===== src/accel_irq_pkg.sv =====
// Operation
// - combine and six-direction bits pick the mode
// - enabled axis above threshold raises request
// - enabled axis below threshold raises request
// - active flag set when any interrupt generated
// - six per-axis flags show which event occurred
// - first source register is read-only
// - reading first source clears flag and pin
// - latched source frozen until host reads it
// - seven-bit threshold, top bit zero, reset zero
// - seven-bit minimum duration in sample steps
// - second generator identical and independent
// - reading second source clears flag and pin
// - latch bit selects held or live request
// - pad select routes source, OR, ready, boot
package accel_irq_pkg;
    // register offsets
    localparam logic [7:0] ADDR_CFG1 = 8'h30;
    localparam logic [7:0] ADDR_SRC1 = 8'h31;
    localparam logic [7:0] ADDR_THS1 = 8'h32;
    localparam logic [7:0] ADDR_DUR1 = 8'h33;
    localparam logic [7:0] ADDR_CFG2 = 8'h34;
    localparam logic [7:0] ADDR_SRC2 = 8'h35;
    localparam logic [7:0] ADDR_THS2 = 8'h36;
    localparam logic [7:0] ADDR_DUR2 = 8'h37;
    // reset and filler values
    localparam logic [7:0] REG_RESET = 8'h00;
    localparam logic [6:0] FIELD7_RESET = 7'h00;
    localparam logic [5:0] FLAGS_NONE = 6'h00;
    localparam logic [7:0] READ_UNMAPPED = 8'h00;
    localparam int NUM_GEN = 2;
    // interrupt modes {combine, six-direction}
    localparam logic [1:0] MODE_OR = 2'h0;
    localparam logic [1:0] MODE_MOVE = 2'h1;
    localparam logic [1:0] MODE_AND = 2'h2;
    localparam logic [1:0] MODE_POS = 2'h3;
    // pad routing codes
    localparam logic [1:0] PAD_OWN = 2'h0;
    localparam logic [1:0] PAD_EITHER = 2'h1;
    localparam logic [1:0] PAD_DRDY = 2'h2;
    localparam logic [1:0] PAD_BOOT = 2'h3;

    // configuration register layout, msb first
    typedef struct packed {
        logic andOrCombine;
        logic sixDirectionEnable;
        logic [5:0] enables; // z_above z_below y_above y_below x_above x_below
    } event_config_t;

    // source register layout, msb first
    typedef struct packed {
        logic zero;
        logic eventActiveFlag;
        logic [5:0] flags; // z_above z_below y_above y_below x_above x_below
    } event_source_t;

    // one acceleration sample, signed per axis
    typedef struct packed {
        logic signed [7:0] z;
        logic signed [7:0] y;
        logic signed [7:0] x;
    } accel_sample_t;

    // register port request
    typedef struct packed {
        logic wrEn;
        logic rdEn;
        logic [7:0] addr;
        logic [7:0] wrData;
    } reg_req_t;
endpackage


===== src/event_detect.sv =====
`timescale 1ns/1ps
module event_detect
    import accel_irq_pkg::*;
#(
    parameter int THR_W = 7
) (
    // clock and reset
    input wire logic clk,
    input wire logic rst_n,
    // setup
    input wire event_config_t cfg,
    input wire logic [THR_W-1:0] threshold,
    // samples
    input wire accel_sample_t sample,
    input wire logic sampleValid,
    // result
    output logic cond,
    output logic [5:0] flags
);
    initial begin
        if (THR_W < 1 || THR_W > 7) $error("threshold width unsupported");
    end

    typedef struct packed {
        logic [5:0] prevDir; // last six-direction pattern
    } det_state_t;
    det_state_t s_q, s_d;

    // magnitude above threshold
    function automatic logic above(input logic signed [7:0] a, input logic [THR_W-1:0] t);
        logic [8:0] mag;
        mag = a[7] ? 9'(-$signed({a[7], a})) : 9'({1'b0, a});
        above = mag > 9'(t);
    endfunction

    // magnitude strictly under threshold, equality is neither event
    function automatic logic below(input logic signed [7:0] a, input logic [THR_W-1:0] t);
        logic [8:0] mag;
        mag = a[7] ? 9'(-$signed({a[7], a})) : 9'({1'b0, a});
        below = mag < 9'(t);
    endfunction

    // signed position beyond threshold either way
    function automatic logic [1:0] dirOf(input logic signed [7:0] a, input logic [THR_W-1:0] t);
        logic signed [8:0] v;
        v = {a[7], a};
        dirOf = {v > $signed({2'b00, t}), v < -$signed({2'b00, t})};
    endfunction

    logic [1:0] mode;
    logic [5:0] mag, dir;
    assign mode = {cfg.andOrCombine, cfg.sixDirectionEnable};

    // per-event evaluation
    always_comb begin
        mag = {above(sample.z, threshold), below(sample.z, threshold),
               above(sample.y, threshold), below(sample.y, threshold),
               above(sample.x, threshold), below(sample.x, threshold)};
        dir = {dirOf(sample.z, threshold), dirOf(sample.y, threshold),
               dirOf(sample.x, threshold)};
        s_d = s_q;
        flags = cfg.enables & (mode[0] ? dir : mag);
        unique case (mode)
            MODE_OR: cond = |flags;
            MODE_AND: cond = (cfg.enables != FLAGS_NONE) && (flags == cfg.enables);
            // movement fires only when the direction pattern changes
            MODE_MOVE: cond = (|flags) && (flags != s_q.prevDir);
            MODE_POS: cond = |flags;
        endcase
        if (sampleValid) begin
            s_d.prevDir = flags;
        end
    end

    // state register
    always_ff @(posedge clk or negedge rst_n) begin
        if (!rst_n) begin
            s_q <= '0;
        end else begin
            s_q <= s_d;
        end
    end
endmodule


===== src/duration_timer.sv =====
`timescale 1ns/1ps
module duration_timer
    import accel_irq_pkg::*;
#(
    parameter int DUR_W = 7
) (
    // clock and reset
    input wire logic clk,
    input wire logic rst_n,
    // sample timing and condition
    input wire logic sampleValid,
    input wire logic cond,
    input wire logic [DUR_W-1:0] minDuration,
    // recognised event, valid with sampleValid
    output logic hit
);
    initial begin
        if (DUR_W < 1 || DUR_W > 7) $error("duration width unsupported");
    end

    typedef struct packed {
        logic [DUR_W-1:0] count; // consecutive true samples so far
    } tmr_state_t;
    tmr_state_t s_q, s_d;

    // counts saturate so a long event stays recognised
    always_comb begin
        s_d = s_q;
        hit = sampleValid && cond && (s_q.count >= minDuration);
        if (sampleValid) begin
            if (!cond) begin
                s_d.count = '0;
            end else if (s_q.count != '1) begin
                s_d.count = s_q.count + 1'b1;
            end
        end
    end

    // state register
    always_ff @(posedge clk or negedge rst_n) begin
        if (!rst_n) begin
            s_q <= '0;
        end else begin
            s_q <= s_d;
        end
    end
endmodule


===== src/accel_motion_interrupt_gen.sv =====
`timescale 1ns/1ps
module accel_motion_interrupt_gen
    import accel_irq_pkg::*;
#(
    parameter int THR_W = 7,
    parameter int DUR_W = 7
) (
    // clock and reset
    input wire logic clk,
    input wire logic rst_n,
    // register port
    input wire reg_req_t regReq,
    output logic [7:0] regRdData,
    // acceleration samples at the output rate
    input wire accel_sample_t sample,
    input wire logic sampleValid,
    // control bits held outside this block
    input wire logic latchRequestGen1,
    input wire logic latchRequestGen2,
    input wire logic [1:0] pad1SignalSelect,
    input wire logic [1:0] pad2SignalSelect,
    input wire logic dataReady,
    input wire logic bootRunning,
    // interrupt pads, push-pull
    output logic int1Pin,
    output logic int2Pin
);
    initial begin
        if (THR_W != 7 || DUR_W != 7) $error("register fields are seven bits wide");
    end

    // whole register state of the block
    typedef struct packed {
        event_config_t [NUM_GEN-1:0] cfg;
        logic [NUM_GEN-1:0][7:0] thr;
        logic [NUM_GEN-1:0][7:0] dur;
        event_source_t [NUM_GEN-1:0] src;
        logic [7:0] rdData;
        logic [NUM_GEN-1:0] pin;
    } main_state_t;
    main_state_t s_q, s_d;

    // address decode shared by read and write paths
    function automatic logic [2:0] slotOf(input logic [7:0] a);
        slotOf = 3'(a - ADDR_CFG1);
    endfunction
    function automatic logic mapped(input logic [7:0] a);
        mapped = (a >= ADDR_CFG1) && (a <= ADDR_DUR2);
    endfunction

    logic [NUM_GEN-1:0] latch; // per generator latch choice
    logic [NUM_GEN-1:0] srcRead; // host read of that source this cycle
    logic [NUM_GEN-1:0] cond; // raw event condition
    logic [NUM_GEN-1:0] hit; // condition lasted long enough
    logic [NUM_GEN-1:0][5:0] flags; // enabled events seen now
    logic [NUM_GEN-1:0][1:0] padSel;
    logic [7:0] srcAddr [NUM_GEN];

    // per generator controls gathered as vectors
    assign latch = {latchRequestGen2, latchRequestGen1};
    assign padSel = {pad2SignalSelect, pad1SignalSelect};
    // source addresses indexed by generator
    assign srcAddr[0] = ADDR_SRC1;
    assign srcAddr[1] = ADDR_SRC2;

    // one detector and timer per generator, both alike
    for (genvar g = 0; g < NUM_GEN; g++) begin : gen_unit
        assign srcRead[g] = regReq.rdEn && (regReq.addr == srcAddr[g]);

        event_detect #(
            .THR_W(THR_W)
        ) u_detect (
            .clk(clk),
            .rst_n(rst_n),
            .cfg(s_q.cfg[g]),
            .threshold(s_q.thr[g][THR_W-1:0]),
            .sample(sample),
            .sampleValid(sampleValid),
            .cond(cond[g]),
            .flags(flags[g])
        );

        duration_timer #(
            .DUR_W(DUR_W)
        ) u_timer (
            .clk(clk),
            .rst_n(rst_n),
            .sampleValid(sampleValid),
            .cond(cond[g]),
            .minDuration(s_q.dur[g][DUR_W-1:0]),
            .hit(hit[g])
        );
    end

    // next-state logic for registers, sources and pads
    always_comb begin
        event_source_t fresh;
        logic [2:0] slot;
        fresh = '0;
        slot = slotOf(regReq.addr);
        s_d = s_q;

        // host writes; source registers ignore them
        if (regReq.wrEn && mapped(regReq.addr)) begin
            unique case (regReq.addr)
                ADDR_CFG1: s_d.cfg[0] = regReq.wrData;
                ADDR_CFG2: s_d.cfg[1] = regReq.wrData;
                // top bit of threshold and duration stays zero
                ADDR_THS1: s_d.thr[0] = {1'b0, regReq.wrData[6:0]};
                ADDR_THS2: s_d.thr[1] = {1'b0, regReq.wrData[6:0]};
                ADDR_DUR1: s_d.dur[0] = {1'b0, regReq.wrData[6:0]};
                ADDR_DUR2: s_d.dur[1] = {1'b0, regReq.wrData[6:0]};
                // source addresses fall through untouched
                default: ;
            endcase
        end

        // host reads return the value before any clear
        if (regReq.rdEn) begin
            if (!mapped(regReq.addr)) begin
                // holes read as the filler byte
                s_d.rdData = READ_UNMAPPED;
            end else begin
                // low slot bits pick the register, top bit the unit
                unique case (slot[1:0])
                    2'h0: s_d.rdData = s_q.cfg[slot[2]];
                    2'h1: s_d.rdData = s_q.src[slot[2]];
                    2'h2: s_d.rdData = s_q.thr[slot[2]];
                    2'h3: s_d.rdData = s_q.dur[slot[2]];
                endcase
            end
        end

        // source update per generator
        for (int g = 0; g < NUM_GEN; g++) begin
            // image of the source as this sample would set it
            fresh.zero = 1'b0;
            fresh.eventActiveFlag = hit[g];
            fresh.flags = hit[g] ? flags[g] : FLAGS_NONE;
            if (srcRead[g]) begin
                // read empties the source and releases the pad,
                // so no stale axis flag sits beside a cleared active flag
                s_d.src[g] = '0;
            end
            if (sampleValid) begin
                // a held source only refreshes after its read
                if (!(latch[g] && s_q.src[g].eventActiveFlag && !srcRead[g])) begin
                    // a new sample in the read cycle wins over the clear
                    s_d.src[g] = fresh;
                end
            end
        end

        // pad routing from the registered sources
        for (int g = 0; g < NUM_GEN; g++) begin
            // registered, so a pad trails its source by one cycle
            unique case (padSel[g])
                PAD_OWN: s_d.pin[g] = s_q.src[g].eventActiveFlag;
                PAD_EITHER: s_d.pin[g] = s_q.src[0].eventActiveFlag
                                      || s_q.src[1].eventActiveFlag;
                PAD_DRDY: s_d.pin[g] = dataReady;
                PAD_BOOT: s_d.pin[g] = bootRunning;
            endcase
        end
    end

    // all registers reset to zero
    always_ff @(posedge clk or negedge rst_n) begin
        if (!rst_n) begin
            s_q <= '0;
        end else begin
            s_q <= s_d;
        end
    end

    // outputs straight from flops
    assign regRdData = s_q.rdData;
    assign int1Pin = s_q.pin[0];
    assign int2Pin = s_q.pin[1];
endmodule


===== config.mk =====
export PLATFORM = sky130hd
export DESIGN_NAME = accel_motion_interrupt_gen
export DESIGN_NICKNAME = d
export VERILOG_FILES = /design/src/accel_irq_pkg.sv /design/src/event_detect.sv /design/src/duration_timer.sv /design/src/accel_motion_interrupt_gen.sv
export SDC_FILE = /design/constraint.sdc
export NUM_CORES = 1
export LEC_CHECK = 0
export BUFFER_PORTS_ARGS = -buffer_cell sky130_fd_sc_hd__buf_2
export CORE_MARGIN = 1
export CORE_UTILIZATION = 56
export CTS_CLUSTER_DIAMETER = 50
export DETAILED_ROUTE_END_ITERATION = 6
export HOLD_SLACK_MARGIN = 0.05
export PLACE_DENSITY = 0.8
export SLEW_MARGIN = 25
export SYNTH_ARGS = -nofsm -noshare
export SYNTH_HDL_FRONTEND = slang
export SYNTH_SLANG_ARGS = --single-unit
export TNS_END_PERCENT = 5

===== constraint.sdc =====
create_clock -name clk -period 8.5 [get_ports clk]
set_input_delay 0.425 -clock clk [delete_from_list [all_inputs] [get_ports clk]]
set_output_delay 0.425 -clock clk [all_outputs]
set_load 0.005 [all_outputs]

==> results.md, run 1 <==
* Starting DRT DRC Count at roughly 580
* DIE HEIGHT at approximately 130 microns
* Worst Max-Slew Pin Slew at approximately 0.98 ns
* Area grow syn2layout at 8.092%
* WL per Instance at 19.96 microns
* Max FO, Critical Path at 14
* Syn_nets at 1,170
* Fraction of registers with async set/reset at 100.0%
* Post-layout util at roughly 62%
* Number of distinct library cells after synthesis at just over 70
* Psw at 471.4 uW
* Syn avg cell area at 9.139 sq um
* Share of layout cells above drive strength 1 at 12.83%
* Final setup vio count at 0
* Peak Freq at roughly 0.22 GHz
* Maximum clock path buffer count at 2
* Slew Limit Fails at 0
* Cell internal pwr at 872.0 uW
* LEAKAGE at approximately 4.4 nW
* RSZ-0062 raised after global routing: no
* Row cnt at 45
* Post-Syn Instances at between 900 and 1k
* DP Cell Count at about 1.2k
* Final period utilization at between 50% and 60%
* Endpoint class of the critical path: flop
* Comb power frac at between 30% and 40%
* Hold Violations, Final at 0
* Core ar. at around 15,000 sq um
* Largest net degree at the start of global routing at between 60 and 70
* Total gr overflow at 0
* Setup TNS at 0 ns
* Slew margin rel. at 34.84%
* ANT nets after route at 0
* Maximum VDD drop at 0.1367 mV
* First-pass GRT wire length at slightly below 40,000 microns
* Sequential power share at 38.9%
* I/O pin count at 63
* Initial Util at roughly 58%
* Clock sink total at 96
* Minimum clock period at between 4 and 5 ns
* Crit Path Class: reg2reg
* IO buf count at 62
* Worst EP arrival at about 4.8 ns
* Initial DRT Pass Iterations at 5
* Main synth FF type: dfrtp_1
* Total Wirelength at 24,450 microns
* Post-layout nets at approximately 1.2k
* Netlist Area Pre-Place at 8828 sq um
* Area leader, netlist: dfrtp_1
* Vias in the first global route at 7,629
* Startpoint types: flop
* Status: complete, no violations
* Skew-Pair Late Insertion Delay at ~0.35 ns
* Top post-synthesis cells by area: dfrtp_1, ha_1, mux2_2, nand2_1, o21ai_0
* Post-route DRC at 0
* YS warnings at 0
* Net Sw Frac at about a third
* Placer Congestion at approximately 0.96
* Dpl hpwl at ~19,000 microns
* Skew final at 0.007326 ns
* Number of enable flip-flop cells after synthesis at 0
* CTS H-tree depth at 3
* Die area at about 16,000 sq um
* Vias at ~7.8k
* Yosys reg bits at 96
* Clock-pin slew on the worst setup and hold paths at around 0.070 ns
* GRT Util Overall at ~31%
* Initial antenna violation count at 1
* Req. time, crit path at roughly 8.7 ns
* Via-per-instance ratio at about 6.4
* Min-Delay Path Class: in2reg
* Post-route insts no fill at 1,225
* Die width at approximately 130 microns
* Post-CTS sizing at 0
* CTS Buf Count at 9
* Root Driver: clkbuf_16
* Register area share after synthesis at roughly 27%
* Clock power frac at approximately 29%
* MaxCap Viol Count at 0
* Post-CTS setup buffers at 0
* Share of the synthesized area in the top cell type at 27.21%
* PD cells at 140.8 nW/um^2
* CTS tree: done
==> sequential cells by signal, summed over array words and instances (netlist names) <==
| name | flops |
|---|---|
| s_q | 60 |
| gen_unit.u_timer.s_q | 14 |
| gen_unit.u_detect.s_q | 12 |
| regRdData | 8 |
| int1Pin | 1 |
| int2Pin | 1 |
==> area by class of cell <==
class	count	area [sq um]
well taps	211	264.0
clock inverters	6	42.54
diodes	1	2.502
multi-input cells	767	6000
clock buffers	10	239.0
inverters	70	262.8
fillers	1329	5772
flip-flops and latches	96	2402
repair buffers	64	330.3
==> metal layers <==
metal | wire length [microns] | global-route usage [%]
met2 | 11180 | 49.89
met5 | 0 | 0
met3 | 1446 | 4.899
met1 | 11280 | 43.73
met4 | 538 | 9.384
==> what timing repair did <==
action                                  in CTS  in global routing
hold buffers                                 1                  0
endpoints found under the setup margin       0                  0
endpoints found under the hold margin       31                  0
==> cell families after synthesis <==
logic type | synth area share [%]
AOI/OAI and AO/OA | 19.71
muxes | 6.661
DFF | 27.21
buffers and inverters | 4.861
adders and majority gates | 21.40
and+or+nand+nor | 16.28
xor gates and xnor gates | 3.869
==> placed cells by master (no fill, tap or decap), drive strengths merged, types with 20 or more instances in the layout <==
master  Yosys  final
ha        151    151
dfrtp      96     96
nand2      80     80
inv        70     72
buf        12     63
o21ai      61     61
a21oi      50     50
nor2       36     36
mux2       32     32
xnor2      30     30
nand3      22     22
nor2b      20     20
==> power by group through the flow <==
| stage | Sequential (mW) | Clock (mW) | Combinational (mW) |
|---|---|---|---|
| floorplan | 0.515 | 0 | 0.305 |
| global placement | 0.528 | 0 | 0.410 |
| detailed placement | 0.529 | 0 | 0.422 |
| CTS | 0.521 | 0.390 | 0.427 |
| global route | 0.525 | 0.406 | 0.490 |
| finish | 0.522 | 0.389 | 0.432 |
==> worst paths after layout <==
| check | end | slack, ns | startpoint | depth (start not counted) |
|---|---|---|---|---|
| worst max-delay path | s_q[14]$_DFF_PN0_ | 3.88 | s_q[43]$_DFFE_PN0P_ | 14 |
| worst min-delay path | int1Pin$_DFF_PN0_ | 0.31 | pad1SignalSelect[0] | 3 |
| worst max register to register | s_q[14]$_DFF_PN0_ | 3.88 | s_q[43]$_DFFE_PN0P_ | 14 |
| worst min register to register | gen_unit[0].u_detect.s_q[5]$_DFFE_PN0P_ | 0.50 | gen_unit[0].u_detect.s_q[5]$_DFFE_PN0P_ | 2 |
| max in group asynchronous | s_q[52]$_DFFE_PN0P_ | 6.78 | rst_n | 3 |
| min in group asynchronous | gen_unit[0].u_timer.s_q[0]$_DFFE_PN0P_ | 0.56 | rst_n | 2 |
==> synth_stat cells, types with 17 or more instances <==
master / number
nand3_1: 22
o21ai_0: 58
nand2_1: 80
clkbuf_1: 21
o22ai_1: 17
nor2_1: 36
a21oi_1: 50
xnor2_1: 30
ha_1: 151
inv_1: 70
dfrtp_1: 96
mux2_2: 32
nor2b_1: 20
==> critical path: stages (launching register included) <==
cell and delay, ns:
dfrtp_1 0.43, inv_1 0.26, ha_1 0.27, nand2_1 0.10
nor3_1 0.46, nand2b_1 0.26, ha_1 0.27, a21oi_1 0.14
o21ai_0 0.08, o32ai_1 0.52, nand2_1 0.20, a2111o_1 0.45
a2111oi_0 0.49, o41a_2 0.41, o41ai_1 0.14
==> per-stage QoR <==
| step | setup WS, ns | total power [mW] | hold WS (ns) | instance area [sq um] |
|---|---|---|---|---|
| after floorplan | 4.761 | 0.8202 | 0.1294 | 8828 |
| after global placement | 3.971 | 0.9378 | 0.3849 | 9246 |
| after detailed placement | 3.905 | 0.9515 | 0.3904 | 9246 |
| after CTS | 3.898 | 1.338 | 0.3090 | 9538 |
| after global routing | 3.650 | 1.422 | 0.3270 | 9543 |
| final | 3.883 | 1.343 | 0.3085 | 9543 |
Power figures use the tool's default switching activity.
==> run 2: changes to the inputs <==
--- a/config.mk
+++ b/config.mk
@@ -5,6 +5,7 @@
 export SDC_FILE = /design/constraint.sdc
 export NUM_CORES = 1
 export LEC_CHECK = 0
+export ABC_AREA = 1
 export BUFFER_PORTS_ARGS = -buffer_cell sky130_fd_sc_hd__buf_2
 export CORE_MARGIN = 1
 export CORE_UTILIZATION = 56
==> constraint.sdc (replaced) <==
create_clock -name clk -period 4.34 [get_ports clk]
set_input_delay 0.217 -clock clk [delete_from_list [all_inputs] [get_ports clk]]
set_output_delay 0.217 -clock clk [all_outputs]
set_load 0.005 [all_outputs]
==> results.md, run 2 <==
* Status: complete, no violations (unchanged)
* DIE HEIGHT at 131.4 microns (was 127.6 microns)
* Count leader, synth: nand2_1 (was ha_1)
* Post-Syn Instances at 1,300 (was 966)
* Total gr overflow at 0 (unchanged)
* Die width at 131.4 microns (was 127.6 microns)
* Post-layout util at 63.13% (was 62.31%)
* Slew margin rel. at 54.46% (was 34.84%)
* Via-per-instance ratio at 5.790 (was 6.393)
* Hold depth at 3 (unchanged)
* Initial DRT Pass Iterations at 6 (was 5)
* Biggest register: s_q (unchanged)
* Post-CTS setup buffers at 0 (unchanged)
* Skew-Pair Late Insertion Delay at 0.35 ns (about the same)
* Startpoint types: flop (unchanged)
* Largest net degree at the start of global routing at 55 (was 66)
* Power consumption at 2.826 mW (was 1.343 mW)
* End point of the worst hold path: int2Pin$_DFF_PN0_ (was int1Pin$_DFF_PN0_)
* Share of the synthesized area in the top cell type at 25.62% (was 27.21%)
* Min-Delay Path Class: in2reg (unchanged)
* Most common cell after layout, fill and taps aside: nand2_1 (was ha_1)
* Top Registers: s_q: 60 flops, gen_unit.u_timer.s_q: 14 flops, gen_unit.u_detect.s_q: 12 flops (unchanged)
* DP Cell Count at 1,553 (was 1,207)
* First-pass GRT wire length at 43,110 microns (was 39,700 microns)
* Minimum clock period at 3.632 ns (was 4.617 ns)
* Skew final at 0.004948 ns (was 0.007326 ns)
* Post-CTS sizing at 0 (unchanged)
* Crit Path Class: reg2reg (unchanged)
* Initial antenna violation count at 0 (was 1)
* ANT nets after route at 0 (unchanged)
* Worst Max-Slew Pin Slew at 0.6831 ns (was 0.9754 ns)
* Root Driver: clkbuf_16 (unchanged)
* MaxCap Viol Count at 0 (unchanged)
* Place WS at 0.7582 ns (was 3.905 ns)
* Worst Hold Launch: pad2SignalSelect[1] (was pad1SignalSelect[0])
* Maximum VDD drop at 0.2123 mV (was 0.1367 mV)
* Row cnt at 46 (was 45)
* Sequential power share at 34.3% (was 38.9%)
* CTS Hold Buffers Added at 1 (unchanged)
* LEAKAGE at 5.324 nW (was 4.444 nW)
* Number of enable flip-flop cells after synthesis at 0 (unchanged)
* RSZ-0062 raised after global routing: no (unchanged)
* Endpoint class of the critical path: flop (unchanged)
* Clock power frac at 31.7% (was 28.9%)
* Netlist Area Pre-Place at 9378 sq um (was 8828 sq um)
* Top post-synthesis cells by area: dfrtp_1, ha_1, nand2_1, inv_1, nand3_1 (was dfrtp_1, ha_1, mux2_2, nand2_1, o21ai_0)
* PD cells at 277.7 nW/um^2 (was 140.8 nW/um^2)
* Share of layout cells above drive strength 1 at 9.675% (was 12.83%)
* Main synth FF type: dfrtp_1 (unchanged)
* Maximum clock path buffer count at 2 (unchanged)
* Max FO, Critical Path at 7 (was 14)
* Peak Freq at 0.2753 GHz (was 0.2166 GHz)
* Worst EP arrival at 3.86 ns (was 4.82 ns)
* Setup TNS at 0 ns (unchanged)
* Number of distinct library cells after synthesis at 51 (was 72)
* Starting DRT DRC Count at 845 (was 584)
* Path depth of the worst reg2reg path at 25 (was 14)
* Post-route DRC at 0 (unchanged)
* Capturing point of the worst reg2reg path: gen_unit[1].u_timer.s_q[0]$_DFFE_PN0P_ (was s_q[14]$_DFF_PN0_)
* Total Wirelength at 26,590 microns (was 24,450 microns)
* Largest register FFs at 60 (unchanged)
* Dpl hpwl at 20,720 microns (was 18,840 microns)
* Commonest non-fill, non-tap cells in the layout: nand2_1, inv_1, ha_1 (was ha_1, dfrtp_1, nand2_1)
* Register area share after synthesis at 25.62% (was 27.21%)
* Post-synth top cells: nand2_1, inv_1, ha_1, dfrtp_1, nand3_1 (was ha_1, dfrtp_1, nand2_1, inv_1, o21ai_0)
* Psw at 985.7 uW (was 471.4 uW)
* Initial Util at 58.19% (was 57.65%)
* Flop-to-flop setup slack at 0.71 ns (was 3.88 ns)
* CTS Buf Count at 9 (unchanged)
* Die area at 17,270 sq um (was 16,270 sq um)
* Post-layout nets at 1,553 (was 1,212)
* CTS tree: done (unchanged)
* WL per Instance at 16.94 microns (was 19.96 microns)
* Hold Violations, Final at 0 (unchanged)
* Comb power frac at 34.0% (was 32.2%)
* Cell internal pwr at 1.840 mW (was 872.0 uW)
* GRT Util Overall at 31.52% (was 31.30%)
* Fraction of registers with async set/reset at 100.0% (unchanged)
* IO buf count at 62 (unchanged)
* Placer Congestion at 0.9711 (was 0.9558)
* Req. time, crit path at 4.57 ns (was 8.70 ns)
* Slew Limit Fails at 0 (unchanged)
* Area leader, netlist: dfrtp_1 (unchanged)
* YS warnings at 0 (unchanged)
* Area grow syn2layout at 8.486% (was 8.092%)
* CTS H-tree depth at 3 (unchanged)
* Final setup vio count at 0 (unchanged)
* I/O pin count at 63 (unchanged)
* Syn_nets at 1,504 (was 1,170)
* Post-route insts no fill at 1,570 (was 1,225)
* Clock sink total at 96 (unchanged)
* Core ar. at 16,120 sq um (was 15,310 sq um)
* Final period utilization at 83.69% (was 54.32%)
* Vias in the first global route at 8,684 (was 7,629)
* Syn avg cell area at 7.214 sq um (was 9.139 sq um)
* Final critical-path setup slack at 0.7078 ns (was 3.883 ns)
* Yosys reg bits at 96 (unchanged)
* Worst r2r src: s_q[51]$_DFFE_PN0P_ (was s_q[43]$_DFFE_PN0P_)
* Clock-pin slew on the worst setup and hold paths at 0.06 ns (was 0.07 ns)
* Vias at 9,091 (was 7,832)
* Diode count at 0 (was 1)
* Net Sw Frac at 34.89% (was 35.09%)
run 2: cell types whose count changed in the layout (fill, tap and decap cells not counted), sizes merged, moves of 15 or more:
cell,before,now
nand2,80,339
o21ai,61,101
xnor2,30,6
inv,72,195
nand4,13,28
mux2,32,0
nor2b,20,0
nand3,22,101
mux2i,16,0
nor2,36,83
run 2: through the flow:
stage               area [sq um]  hold slack (ns)
CTS                        10170           0.1643
detailed placement          9827           0.2392
global route               10170           0.1863
global placement            9827           0.2378
floorplan                   9378         -0.07859
finish                     10170           0.1617
run 2: area by class of cell:
type,count,area (sq um)
Clock buffer,11,232.7
Clock inverter,5,103.9
Fill cell,1457,5942
Inverter,197,744.5
Multi-Input combinational cell,980,6082
Sequential cell,96,2402
Tap cell,216,270.3
Timing Repair Buffer,65,337.8
run 2: worst max path at each step:
stage,endpoint,from
floorplan,s_q[24]$_DFF_PN0_,s_q[51]$_DFFE_PN0P_
global placement,gen_unit[1].u_timer.s_q[2]$_DFFE_PN0P_,s_q[51]$_DFFE_PN0P_
detailed placement,gen_unit[1].u_timer.s_q[0]$_DFFE_PN0P_,s_q[51]$_DFFE_PN0P_
CTS,gen_unit[1].u_timer.s_q[0]$_DFFE_PN0P_,s_q[51]$_DFFE_PN0P_
global route,gen_unit[1].u_timer.s_q[3]$_DFFE_PN0P_,s_q[51]$_DFFE_PN0P_
finish,gen_unit[1].u_timer.s_q[0]$_DFFE_PN0P_,s_q[51]$_DFFE_PN0P_
run 2: logic make-up after synthesis:
| logic type | after synthesis | share of synthesized area, % |
|---|---|---|
| AOI/OAI and AO/OA | 222 | 14.30 |
| xor gates and xnor gates | 28 | 2.615 |
| adders and majority gates | 151 | 20.15 |
| buffers and inverters | 224 | 9.526 |
| DFF | 96 | 25.62 |
| and+or+nand+nor | 579 | 27.79 |
run 2: critical path, stage by stage, from the launching register on:
cell     delay (ns)
dfrtp_1        0.45
inv_1          0.30
ha_1           0.26
nand3_1        0.13
nor2_1         0.13
nand2_1        0.09
xor2_1         0.30
ha_1           0.31
nand2_1        0.07
nand2_1        0.04
a21oi_1        0.16
nand3_1        0.10
nand2_1        0.07
nand3_1        0.13
nand3_1        0.17
nand2_1        0.07
nand2_1        0.07
nand2_1        0.05
nor2_1         0.09
nand2_1        0.06
nand2_1        0.07
nand2_2        0.06
nand2_4        0.08
nand3_4        0.10
nand3_1        0.10
nand2_1        0.06
run 2: routing by layer:
| metal | global-route usage [%] | vias up | routed length (microns) |
|---|---|---|---|
| met5 | 0 | - | 0 |
| met4 | 13.24 | 0 | 924 |
| met3 | 4.823 | 71 | 2060 |
| met2 | 50.12 | 335 | 11840 |
| met1 | 42.59 | 4238 | 11770 |
| li1 | - | 4447 | - |
run 2: power by group through the flow:
| stage | sequential (mW) | combinational (mW) | clock [mW] |
|---|---|---|---|
| 5_1_grt | 0.970 | 1.10 | 0.937 |
| 2_1_floorplan | 0.967 | 0.687 | 0 |
| 3_5_place_dp | 0.982 | 0.942 | 0 |
| 4_1_cts | 0.966 | 0.949 | 0.907 |
| 6_report | 0.968 | 0.961 | 0.897 |
| 3_3_place_gp | 0.982 | 0.908 | 0 |
==> run 3: changes to the inputs <==
--- a/config.mk
+++ b/config.mk
@@ -5,7 +5,7 @@
 export SDC_FILE = /design/constraint.sdc
 export NUM_CORES = 1
 export LEC_CHECK = 0
-export ABC_AREA = 1
+export ABC_AREA = 0
 export BUFFER_PORTS_ARGS = -buffer_cell sky130_fd_sc_hd__buf_2
 export CORE_MARGIN = 1
 export CORE_UTILIZATION = 56
==> constraint.sdc (replaced) <==
create_clock -name clk -period 3.4 [get_ports clk]
set_input_delay 0.17 -clock clk [delete_from_list [all_inputs] [get_ports clk]]
set_output_delay 0.17 -clock clk [all_outputs]
set_load 0.005 [all_outputs]
==> results.md, run 3 (synthesis gave the netlist of run 1 again) <==
* Maximum clock path buffer count at 2 (unchanged)
* Largest register FFs at 60 (unchanged)
* Post-layout util at 71.47% (was 63.13%)
* CTS H-tree depth at 3 (unchanged)
* Hold Violations, Final at 0 (unchanged)
* Clock sink total at 96 (unchanged)
* CP endpoint: s_q[20]$_DFF_PN0_ (was gen_unit[1].u_timer.s_q[0]$_DFFE_PN0P_)
* Worst EP arrival at 3.77 ns (was 3.86 ns)
* Largest net degree at the start of global routing at 78 (was 55)
* ANT nets after route at 0 (unchanged)
* Final setup vio count at 18 (was 0)
* Initial Util at 57.65% (was 58.19%)
* Share of layout cells above drive strength 1 at 28.05% (was 9.675%)
* Fill cell count at 1,134 (was 1,457)
* I/O pin count at 63 (unchanged)
* Final critical-path setup slack at -0.1542 ns (was 0.7078 ns)
* Die area at 16,270 sq um (was 17,270 sq um)
* Core ar. at 15,310 sq um (was 16,120 sq um)
* Initial antenna violation count at 0 (unchanged)
* Worst r2r src: s_q[50]$_DFFE_PN0P_ (was s_q[51]$_DFFE_PN0P_)
* Vias in the first global route at 8,607 (was 8,684)
* Max FO, Critical Path at 8 (was 7)
* Path depth of the worst reg2reg path at 16 (was 25)
* Post-layout nets at 1,354 (was 1,553)
* Skew final at 0.009628 ns (was 0.004948 ns)
* Total Wirelength at 27,400 microns (was 26,590 microns)
* Biggest register: s_q (unchanged)
* Worst Max-Slew Pin Slew at 0.8819 ns (was 0.6831 ns)
* CTS tree: done (unchanged)
* Clock-pin slew on the worst setup and hold paths at 0.07 ns (was 0.06 ns)
* Diode count at 0 (unchanged)
* CTS Buf Count at 9 (unchanged)
* Min-Delay Path Class: in2reg (unchanged)
* Peak Freq at 0.2814 GHz (was 0.2753 GHz)
* Root Driver: clkbuf_16 (unchanged)
* RSZ-0062 raised after global routing: yes (was no)
* Startpoint types: flop (unchanged)
* WL per Instance at 20.06 microns (was 16.94 microns)
* First-pass GRT wire length at 43,970 microns (was 43,110 microns)
* Dpl hpwl at 20,870 microns (was 20,720 microns)
* Flop-to-flop setup slack at -0.15 ns (was 0.71 ns)
* Starting DRT DRC Count at 710 (was 845)
* IO buf count at 62 (unchanged)
* Minimum clock period at 3.554 ns (was 3.632 ns)
* Slew Limit Fails at 0 (unchanged)
* Top Registers: s_q: 60 flops, gen_unit.u_timer.s_q: 14 flops, gen_unit.u_detect.s_q: 12 flops (unchanged)
* Setup TNS at -1.920 ns (was 0 ns)
* Vias at 8,674 (was 9,091)
* Most common cell after layout, fill and taps aside: ha_1 (was nand2_1)
* CP startpoint: s_q[50]$_DFFE_PN0P_ (was s_q[51]$_DFFE_PN0P_)
* Failing checks: design-rule violations, negative setup slack
* Total gr overflow at 0 (unchanged)
* GRT Util Overall at 35.02% (was 31.52%)
* Status: finished with violations (was complete, no violations)
* Capturing point of the worst reg2reg path: s_q[20]$_DFF_PN0_ (was gen_unit[1].u_timer.s_q[0]$_DFFE_PN0P_)
* Slew margin rel. at 41.09% (was 54.46%)
* Skew-Pair Late Insertion Delay at 0.35 ns (about the same)
* PD cells at 338.1 nW/um^2 (was 277.7 nW/um^2)
* Crit Path Class: reg2reg (unchanged)
* Area grow syn2layout at 23.98% (was 8.486%)
* Placer Congestion at 0.9777 (was 0.9711)
* Post-route DRC at 2 (was 0)
* DIE HEIGHT at 127.6 microns (was 131.4 microns)
* Req. time, crit path at 3.62 ns (was 4.57 ns)
* Final period utilization at 104.5% (was 83.69%)
* Maximum VDD drop at 0.3063 mV (was 0.2123 mV)
* Die width at 127.6 microns (was 131.4 microns)
* Via-per-instance ratio at 6.350 (was 5.790)
* Row cnt at 45 (was 46)
* LEAKAGE at 5.215 nW (was 5.324 nW)
* Initial DRT Pass Iterations at 7 (was 6)
* MaxCap Viol Count at 0 (unchanged)
* Commonest non-fill, non-tap cells in the layout: ha_1, buf_4, dfrtp_1 (was nand2_1, inv_1, ha_1)
* Endpoint class of the critical path: flop (unchanged)
[run 3: worst max-delay path: stages, from the launching register on]
cell and delay [ns]:
dfrtp_1 0.44, inv_2 0.10, ha_4 0.15, inv_2 0.05, nor2_2 0.15, xnor2_2 0.16
ha_1 0.28, a22o_1 0.21, nor4_2 0.26, buf_4 0.17, o22a_1 0.18, nand3_2 0.11
xnor2_1 0.15, or4_1 0.51, o22ai_2 0.21, buf_6 0.17, o41ai_1 0.09
[run 3: metrics by stage]
step | power, mW | cells | worst slack [ns] | area, sq um | hold slack (ns)
after floorplan | 2.070 | 966 | -0.005400 | 8900 | -0.1256
after global placement | 2.520 | 1341 | -0.3492 | 10320 | 0.3829
after detailed placement | 2.577 | 1341 | -0.4513 | 10320 | 0.3822
after CTS | 3.667 | 1366 | -0.03734 | 10920 | 0.07557
after global routing | 3.897 | 1366 | -0.3074 | 10950 | 0.1018
final | 3.700 | 1366 | -0.1542 | 10950 | 0.07912
[run 3: final cells by class]
type	count	area, sq um	area share (%)
multi-input combinational	768	6312	57.67
sequential	96	2404	21.96
timing repair buffer	205	1406	12.85
tap	211	264.0	2.412
inverter	70	262.8	2.401
clock buffer	10	229.0	2.092
clock inverter	6	67.56	0.6173
[run 3: how the worst min path moves through the flow]
stage,start,end,cells after the start
3_5_place_dp,rst_n,gen_unit[0].u_timer.s_q[3]$_DFFE_PN0P_,1
2_1_floorplan,rst_n,gen_unit[0].u_detect.s_q[0]$_DFFE_PN0P_,0
6_report,pad1SignalSelect[1],int1Pin$_DFF_PN0_,2
5_1_grt,pad1SignalSelect[1],int1Pin$_DFF_PN0_,2
3_3_place_gp,rst_n,gen_unit[0].u_timer.s_q[3]$_DFFE_PN0P_,1
4_1_cts,pad1SignalSelect[1],int1Pin$_DFF_PN0_,2
[run 3: what timing repair did]
item,in CTS,in global routing
buffers inserted,6,0
gates cloned,1,0
setup endpoints to repair,28,28
hold buffers,2,0
pin swaps,29,2
endpoints found under the hold margin,77,0
resized for setup,42,5
[run 3: report_power, final]
| part | switching, mW | total [mW] | internal (mW) |
|---|---|---|---|
| clock | 0.457 | 1.03 | 0.573 |
| combinational | 0.730 | 1.36 | 0.632 |
| sequential | 0.0952 | 1.31 | 1.21 |
[run 3: routing by layer]
| layer | routed length (microns) | GRT usage [%] |
|---|---|---|
| met4 | 1179 | 15.41 |
| met1 | 11350 | 46.38 |
| met3 | 2568 | 6.700 |
| met5 | 0 | 0 |
| met2 | 12310 | 55.71 |
